===== src/tbm_pkg.sv =====
package tbm_pkg;

  // System clock rate
  localparam int TBM_SYS_HZ = 40_000_000;

  // Serial clock rates offered
  localparam int TBM_RATE_100K_HZ = 100_000;
  localparam int TBM_RATE_400K_HZ = 400_000;
  localparam int TBM_RATE_800K_HZ = 800_000;
  localparam int TBM_RATE_1M_HZ = 1_000_000;

  // Each serial bit is four equal quarters; round up so no rate runs fast
  localparam int TBM_QTR_PER_BIT = 4;
  localparam logic [6:0] TBM_QTR_100K = 7'((TBM_SYS_HZ + TBM_QTR_PER_BIT * TBM_RATE_100K_HZ - 1)
                                           / (TBM_QTR_PER_BIT * TBM_RATE_100K_HZ));
  localparam logic [6:0] TBM_QTR_400K = 7'((TBM_SYS_HZ + TBM_QTR_PER_BIT * TBM_RATE_400K_HZ - 1)
                                           / (TBM_QTR_PER_BIT * TBM_RATE_400K_HZ));
  localparam logic [6:0] TBM_QTR_800K = 7'((TBM_SYS_HZ + TBM_QTR_PER_BIT * TBM_RATE_800K_HZ - 1)
                                           / (TBM_QTR_PER_BIT * TBM_RATE_800K_HZ));
  localparam logic [6:0] TBM_QTR_1M = 7'((TBM_SYS_HZ + TBM_QTR_PER_BIT * TBM_RATE_1M_HZ - 1)
                                         / (TBM_QTR_PER_BIT * TBM_RATE_1M_HZ));

  // Buffer depth, field positions and reset values
  localparam int TBM_BUF_DEPTH = 16;
  localparam logic [1:0] TBM_QTR_LAST = 2'h3;
  localparam logic [1:0] TBM_QTR_SAMPLE = 2'h2;
  localparam logic [2:0] TBM_BIT_LAST = 3'h7;
  localparam logic [7:0] TBM_BYTE_RST = 8'h00;
  localparam logic TBM_LINE_RST = 1'b0;

  typedef enum logic [1:0] {TBM_MODE_RD, TBM_MODE_WR, TBM_MODE_RD_WR, TBM_MODE_WR_RD} tbm_mode_t;
  typedef enum logic [1:0] {TBM_SPD_100K, TBM_SPD_400K, TBM_SPD_800K, TBM_SPD_1M} tbm_speed_t;
  typedef enum logic [2:0] {TBM_IDLE, TBM_START, TBM_BIT, TBM_ACK, TBM_STOP} tbm_state_t;

  // Transfer request; lengths are byte count minus one (1..16 bytes)
  typedef struct packed {
    tbm_mode_t mode;
    tbm_speed_t speed;
    logic [6:0] addr;
    logic [3:0] wr_len_m1;
    logic [3:0] rd_len_m1;
  } tbm_req_t;

  typedef struct packed {
    logic busy;
    logic done;
    logic nack;
  } tbm_stat_t;

  localparam tbm_req_t TBM_REQ_RST = '0;
  localparam tbm_stat_t TBM_STAT_RST = '0;

  // Quarter-bit length in system clocks for a speed setting
  function automatic logic [6:0] tbm_qtr_len(input tbm_speed_t spd);
    unique case (spd)
      TBM_SPD_100K: tbm_qtr_len = TBM_QTR_100K;
      TBM_SPD_400K: tbm_qtr_len = TBM_QTR_400K;
      TBM_SPD_800K: tbm_qtr_len = TBM_QTR_800K;
      TBM_SPD_1M: tbm_qtr_len = TBM_QTR_1M;
    endcase
  endfunction

endpackage


===== src/tbm_master.sv =====
`timescale 1ns/1ps
// Overview of operation
// - After one setup the block runs a read, a write, a read then write, or a write then read.
// - It is the sole bus master and never arbitrates, detects lost arbitration or backs off.
// - It inserts no wait states and clocks the bus on its own schedule, ignoring any clock stretch.
// - The serial clock runs at 100 kHz, 400 kHz, about 769 kHz (800 kHz setting) or 1 MHz as selected.
// - A read fetches one to sixteen bytes from the slave into receive storage.
// - A write sends one to sixteen bytes from transmit storage to the slave.
// - A read then write reads up to sixteen bytes and then writes up to sixteen as one operation.
// - A write then read writes up to sixteen bytes and then reads up to sixteen as one operation.
// - Hardware sequences every phase of the transfer with no firmware action per bit or byte.
// - Both lines are open drain, only ever pulled low or released.
module tbm_master
  import tbm_pkg::*;
(
  input wire logic sys_clk,
  input wire logic reset,
  input wire logic start_i,
  input tbm_req_t req_i,
  input wire logic tx_we,
  input wire logic [3:0] tx_waddr,
  input wire logic [7:0] tx_wdata,
  input wire logic [3:0] rx_raddr,
  output logic [7:0] rx_rdata,
  output tbm_stat_t stat,
  output logic scl_o,
  output logic scl_oe,
  output logic sda_o,
  input wire logic sda_i,
  output logic sda_oe
);
  tbm_state_t state_q;
  tbm_req_t req_q;
  tbm_stat_t stat_q;
  logic [6:0] qcnt_q;
  logic [1:0] qtr_q;
  logic [2:0] bit_q;
  logic [7:0] shift_q;
  logic held_q;
  logic is_addr_q;
  logic phase_q;
  logic [3:0] idx_q;
  logic ackbad_q;
  logic scl_low_q;
  logic sda_low_q;
  logic scl_low_d;
  logic sda_low_d;
  logic [7:0] rx_data_q;
  logic [7:0] tx_mem [TBM_BUF_DEPTH];
  logic [7:0] rx_mem [TBM_BUF_DEPTH];
  logic sda_sync;
  logic tick;
  logic qend;
  logic first_read;
  logic combined;
  logic cur_read;
  logic last_byte;
  logic m_acks;
  logic slave_nack;

  tbm_sync2 u_sda_sync (
    .sys_clk(sys_clk),
    .reset(reset),
    .async_i(sda_i),
    .sync_o(sda_sync)
  );

  // Sequence decode shared by the controller and the line drivers
  assign first_read = (req_q.mode == TBM_MODE_RD) || (req_q.mode == TBM_MODE_RD_WR);
  assign combined = (req_q.mode == TBM_MODE_RD_WR) || (req_q.mode == TBM_MODE_WR_RD);
  assign cur_read = phase_q ? ~first_read : first_read;
  assign last_byte = idx_q == (cur_read ? req_q.rd_len_m1 : req_q.wr_len_m1);
  assign m_acks = ~is_addr_q & cur_read;
  assign slave_nack = ~m_acks & ackbad_q;
  assign tick = stat_q.busy && (qcnt_q == 7'h00);
  assign qend = tick && (qtr_q == TBM_QTR_LAST);

  // Quarter-bit timer; no look at SCL, so a stretching slave is not waited for
  always_ff @(posedge sys_clk or posedge reset) begin
    if (reset) begin
      qcnt_q <= 7'h00;
      qtr_q <= 2'h0;
    end else if (!stat_q.busy) begin
      qcnt_q <= 7'(tbm_qtr_len(req_i.speed) - 7'h01);
      qtr_q <= 2'h0;
    end else if (tick) begin
      qcnt_q <= 7'(tbm_qtr_len(req_q.speed) - 7'h01);
      qtr_q <= 2'(qtr_q + 2'h1);
    end else begin
      qcnt_q <= 7'(qcnt_q - 7'h01);
    end
  end

  // Main sequencer: one request runs every phase without help
  always_ff @(posedge sys_clk or posedge reset) begin
    if (reset) begin
      state_q <= TBM_IDLE;
      req_q <= TBM_REQ_RST;
      phase_q <= 1'b0;
      is_addr_q <= 1'b0;
      idx_q <= 4'h0;
      bit_q <= 3'h0;
    end else begin
      unique case (state_q)
        TBM_IDLE: begin
          if (start_i) begin
            req_q <= req_i;
            phase_q <= 1'b0;
            state_q <= TBM_START;
          end
        end
        TBM_START: begin
          if (qend) begin
            is_addr_q <= 1'b1;
            bit_q <= 3'h0;
            state_q <= TBM_BIT;
          end
        end
        TBM_BIT: begin
          if (qend) begin
            if (bit_q == TBM_BIT_LAST) begin
              state_q <= TBM_ACK;
            end else begin
              bit_q <= 3'(bit_q + 3'h1);
            end
          end
        end
        TBM_ACK: begin
          if (qend) begin
            bit_q <= 3'h0;
            if (slave_nack) begin
              state_q <= TBM_STOP;
            end else if (is_addr_q) begin
              is_addr_q <= 1'b0;
              idx_q <= 4'h0;
              state_q <= TBM_BIT;
            end else if (last_byte) begin
              if (combined && !phase_q) begin
                phase_q <= 1'b1;
                state_q <= TBM_START;
              end else begin
                state_q <= TBM_STOP;
              end
            end else begin
              idx_q <= 4'(idx_q + 4'h1);
              state_q <= TBM_BIT;
            end
          end
        end
        TBM_STOP: begin
          if (qend) begin
            state_q <= TBM_IDLE;
          end
        end
      endcase
    end
  end

  // Shift register; sampled bits of our own drive are harmless on writes
  always_ff @(posedge sys_clk or posedge reset) begin
    if (reset) begin
      shift_q <= TBM_BYTE_RST;
      held_q <= 1'b1;
    end else if (state_q == TBM_START && qend) begin
      shift_q <= {req_q.addr, cur_read};
    end else if (state_q == TBM_ACK && qend && is_addr_q) begin
      shift_q <= cur_read ? TBM_BYTE_RST : tx_mem[4'h0];
    end else if (state_q == TBM_ACK && qend) begin
      shift_q <= cur_read ? TBM_BYTE_RST : tx_mem[4'(idx_q + 4'h1)];
    end else if (state_q == TBM_BIT && tick && qtr_q == TBM_QTR_SAMPLE) begin
      shift_q <= {shift_q[6:0], sda_sync};
    end else if (state_q == TBM_BIT && tick && qtr_q == 2'h0) begin
      held_q <= shift_q[7];
    end
  end

  // Acknowledge sample; a mismatch on data bits is never treated as lost arbitration
  always_ff @(posedge sys_clk or posedge reset) begin
    if (reset) begin
      ackbad_q <= 1'b0;
    end else if (state_q == TBM_ACK && tick && qtr_q == TBM_QTR_SAMPLE) begin
      ackbad_q <= sda_sync;
    end
  end

  // Status: busy level, done pulse, nack held until next start
  always_ff @(posedge sys_clk or posedge reset) begin
    if (reset) begin
      stat_q <= TBM_STAT_RST;
    end else begin
      stat_q.done <= (state_q == TBM_STOP) && qend;
      if (state_q == TBM_IDLE && start_i) begin
        stat_q.busy <= 1'b1;
        stat_q.nack <= 1'b0;
      end else if (state_q == TBM_STOP && qend) begin
        stat_q.busy <= 1'b0;
      end
      if (state_q == TBM_ACK && qend && slave_nack) begin
        stat_q.nack <= 1'b1;
      end
    end
  end

  // Transmit storage, written by the user side at any time
  always_ff @(posedge sys_clk) begin
    if (tx_we) begin
      tx_mem[tx_waddr] <= tx_wdata;
    end
  end

  // Receive storage takes each complete read byte
  always_ff @(posedge sys_clk) begin
    if (state_q == TBM_BIT && qend && bit_q == TBM_BIT_LAST && m_acks) begin
      rx_mem[idx_q] <= shift_q;
    end
  end

  // Registered read port keeps the output on a flop
  always_ff @(posedge sys_clk or posedge reset) begin
    if (reset) begin
      rx_data_q <= TBM_BYTE_RST;
    end else begin
      rx_data_q <= rx_mem[rx_raddr];
    end
  end

  // Line pattern per quarter; data bits and acks move only while SCL is low
  always_comb begin
    scl_low_d = 1'b0;
    sda_low_d = 1'b0;
    unique case (state_q)
      TBM_IDLE: begin
        scl_low_d = 1'b0;
        sda_low_d = 1'b0;
      end
      TBM_START: begin
        scl_low_d = (qtr_q == 2'h0) ? scl_low_q : (qtr_q == TBM_QTR_LAST);
        sda_low_d = qtr_q[1];
      end
      TBM_BIT: begin
        scl_low_d = (qtr_q == 2'h0) || (qtr_q == TBM_QTR_LAST);
        sda_low_d = ~m_acks & ~((qtr_q == 2'h0) ? shift_q[7] : held_q);
      end
      TBM_ACK: begin
        scl_low_d = (qtr_q == 2'h0) || (qtr_q == TBM_QTR_LAST);
        sda_low_d = m_acks & ~last_byte;
      end
      TBM_STOP: begin
        scl_low_d = (qtr_q == 2'h0);
        sda_low_d = ~qtr_q[1];
      end
    endcase
  end

  // Open-drain drive: the pad only ever pulls low
  always_ff @(posedge sys_clk or posedge reset) begin
    if (reset) begin
      scl_low_q <= TBM_LINE_RST;
      sda_low_q <= TBM_LINE_RST;
    end else begin
      scl_low_q <= scl_low_d;
      sda_low_q <= sda_low_d;
    end
  end

  assign scl_o = 1'b0;
  assign sda_o = 1'b0;
  assign scl_oe = scl_low_q;
  assign sda_oe = sda_low_q;
  assign stat = stat_q;
  assign rx_rdata = rx_data_q;

  // Helper counters for the checks below
  logic [6:0] since_tick_q;
  logic [7:0] hi_q;
  always_ff @(posedge sys_clk or posedge reset) begin
    if (reset) begin
      since_tick_q <= 7'h00;
      hi_q <= 8'h00;
    end else begin
      since_tick_q <= (tick || !stat_q.busy) ? 7'h00 : 7'(since_tick_q + 7'h01);
      hi_q <= scl_low_q ? 8'h00 : 8'(hi_q + 8'h01);
    end
  end
endmodule


===== src/tbm_sync2.sv =====
`timescale 1ns/1ps
// Two-stage synchroniser for a pin level
module tbm_sync2 (
  input wire logic sys_clk,
  input wire logic reset,
  input wire logic async_i,
  output logic sync_o
);
  logic meta_q;
  logic sync_q;

  // First stage feeds only the second; bus idles high
  always_ff @(posedge sys_clk or posedge reset) begin
    if (reset) begin
      meta_q <= 1'b1;
      sync_q <= 1'b1;
    end else begin
      meta_q <= async_i;
      sync_q <= meta_q;
    end
  end

  assign sync_o = sync_q;
endmodule


===== config.mk =====
export PLATFORM = sky130hd
export DESIGN_NAME = tbm_master
export DESIGN_NICKNAME = d
export VERILOG_FILES = /design/src/tbm_pkg.sv /design/src/tbm_master.sv /design/src/tbm_sync2.sv
export SDC_FILE = /design/constraint.sdc
export NUM_CORES = 1
export LEC_CHECK = 0
export BUFFER_PORTS_ARGS = -buffer_cell sky130_fd_sc_hd__buf_2
export CORE_MARGIN = 2
export CORE_UTILIZATION = 66
export CTS_CLUSTER_SIZE = 30
export DETAILED_ROUTE_END_ITERATION = 10
export PLACE_DENSITY = 0.95
export SETUP_SLACK_MARGIN = 0.02
export SLEW_MARGIN = 20
export SYNTH_ARGS = -nofsm -noshare
export SYNTH_HDL_FRONTEND = slang
export SYNTH_SLANG_ARGS = --single-unit

===== constraint.sdc =====
create_clock -name sys_clk -period 8.35 [get_ports sys_clk]
set_clock_uncertainty 0.15 [all_clocks]
set_input_delay 1.67 -clock sys_clk [delete_from_list [all_inputs] [get_ports sys_clk]]
set_output_delay 1.67 -clock sys_clk [all_outputs]
set_load 0.01 [all_outputs]

==> out/results.tsv <==
metric	value	unit
CP Launch Type	flop	
die extent in y	146	um
clock sinks	321	
HP Class	flop to flop	
Reg clk slew, reported paths	0.06	ns
Final nets	878	
synth cell count leaders	edfxtp_1 (256), mux4_2 (72), dfrtp_1 (62), nand2_1 (51), nor2_1 (50)	
Psw	877	uW
IO buf count	52	
Critical Path RT	8.37	ns
top cells by area, synth	edfxtp_1 (58%), mux4_2 (12%), dfrtp_1 (12%)	
Syn-to-layout area delta	11.9	%
Pre-antenna DRT Iters	5	
CTS root buffer	clkbuf_16	
PD cells	251	nW/um^2
die width	146	um
Unique masters post-synth	57	
post-CTS setup buffers	0	
grt ovf	0	
FFs w/ async S/R, synth	20.2	%
GPL Wtd Cong	0.842	
Inserted Clock Buffers	30	
CTS Buffer Depth	3	
first-pass GRT wire length	47500	um
maxcap violations	0	
cell count after synthesis	767	
fmax	256	MHz
Setup TNS	0	ns
cells along the critical path	nand2b_1 > nor4_4 > nand2_4 > nor2_1 > nand2_1 > nor2_1	
clock latency on the worst-skew pair	0.56	ns
Critical path buffers and inverters	0	
Global Route Usage Sum	30.2	%
register bit total from synthesis	321	
CP Capture Type	flop	
WP data arrival	3.93	ns
Tmin final	3.91	ns
internal power	2.83	mW
RSZ-0062 raised after global routing	false	
vias in the first global route	7735	
crit-path most repeated cell	nor2_1	
DRT iter0 DRCs	1091	
Place WS	4.38	ns
initial antenna violation count	0	
largest net degree at the start of global routing	59	
Critical-path top delay cell	nor2_1	
post-layout util	75.6	%
share of cells above drive strength 1	26.5	%
Syn Area/Cell	17.2	um^2
Tcrit/Tclk final	46.9	%
H-tree Lvls	1	
sequential share of the synthesized area	70.4	%
status	completed	
Synth area leader	edfxtp_1	
post-route setup slack	4.44	ns
WL final	31000	um
post-CTS sizing	0	
crit path max fanout	21	
Final Power	3.71	mW
Comb pwr share	11.7	%
DR vias/cell	6.83	
crit-path leading delay family	simple AND/OR/NAND/NOR gates	
sequential power share	49.8	%
IO Count	55	
antenna viol nets, final	0	
CP max stage delay	0.96	ns
DRC	0	
Clock power frac	38.6	%
most frequent cell after synthesis	edfxtp_1	
CP Class	flop to flop	
final count of hold timing violations	0	
die area	21200	um^2
n_diodes	0	
endpoints failing setup	0	
leakage	5.34	nW
Hold-fix buffers, CTS	0	
Yosys top cell area share	58.1	%
yosys warns	0	
Synth Cell Area	13200	um^2
CTS tree	done	
Post-DP HPWL	18500	um
initial core utilization	67.5	%
Final Slew Violations	0	
Placement Rows	51	
Post-synth EDFFs	256	
routed len/inst	27.9	um
maximum vdd drop	0.226	mV
Core Box Area	19600	um^2
Vias	7576	
ys flop type	edfxtp_1	
Sw Ratio	23.6	%
Worst-Margin Slew	1.21	ns
Worst slew margin	19.3	%
==> sequential cells by signal, summed over array words and instances (netlist names), 4 cells and up <==
name and cells:
tx_mem 128, qcnt_q 7, rx_mem 128, req_q 19, shift_q 8, rx_rdata 8, idx_q 4
==> power by group through the flow <==
stage	Combinational [mW]	Clock, mW	Sequential (mW)
2_1_floorplan	0.318	0	1.86
3_3_place_gp	0.400	0	1.87
3_5_place_dp	0.424	0	1.88
4_1_cts	0.431	1.44	1.84
5_1_grt	0.470	1.50	1.85
6_report	0.433	1.43	1.85
==> metrics by stage <==
step | hold slack (ns) | std cells | instance area [um^2]
global placement | 0.197 | 1054 | 13700
CTS | 0.207 | 1110 | 14800
detailed placement | 0.197 | 1054 | 13700
finish | 0.205 | 1110 | 14800
floorplan | 0.195 | 768 | 13200
global route | 0.207 | 1110 | 14800
==> kinds of logic after synthesis <==
| kind of cell | after synthesis | synth area share (%) |
|---|---|---|
| flip-flops | 321 | 70.4 |
| AND/OR/NAND/NOR | 175 | 6.57 |
| multiplexers | 103 | 14.8 |
| AO/OA/AOI/OAI | 82 | 3.92 |
| buffers and inverters | 53 | 1.65 |
| adder cells (fa/ha/maj) | 17 | 1.61 |
| XOR/XNOR | 15 | 0.993 |
| other | 1 | 0.0283 |
==> routing by layer <==
metal,vias up,part of all wire [%],global-route usage (%)
met3,138,8.7,5.39
met4,0,5.5,14.7
met1,3755,34,38.0
met2,567,51,51.5
met5,-,0,0
li1,3116,-,-
==> placed cells by master (no fill, tap or decap), drive strengths merged, types with 19 or more instances in the layout <==
cell type	netlist	routed
edfxtp	256	256
mux4	72	72
dfrtp	62	62
buf	13	56
nand2	52	52
nor2	50	50
clkbuf	22	46
a21oi	28	28
mux2	21	21
nor3	19	19
==> path summary, 6_finish.rpt <==
kind	start	endpoint	slack (ns)	cells after the start
worst max-delay path	stat[2]	rx_mem[9][3]	4.44	6
worst min-delay path	u_sda_sync.meta_q	u_sda_sync.sync_o	0.20	0
worst max register to register	stat[2]	rx_mem[9][3]	4.44	6
worst min register to register	u_sda_sync.meta_q	u_sda_sync.sync_o	0.20	0
max in group asynchronous	reset	idx_q[0]	6.07	3
min in group asynchronous	reset	rx_rdata[0]	0.90	2
==> area by class of cell <==
class	instances	area [um^2]
tap	265	332
multi-input combinational	394	3750
sequential	321	9320
clock buffer	46	923
fill	1024	4780
clock inverter	10	126
inverter	18	67.6
timing repair buffer	56	293
==> worst register-to-register path, delay by kind of cell (launching register included) <==
kind	cells	cell delay (ns)
DFF	1	0.71
and+or+nand+nor	6	2.66
Power figures use the tool's default switching activity.
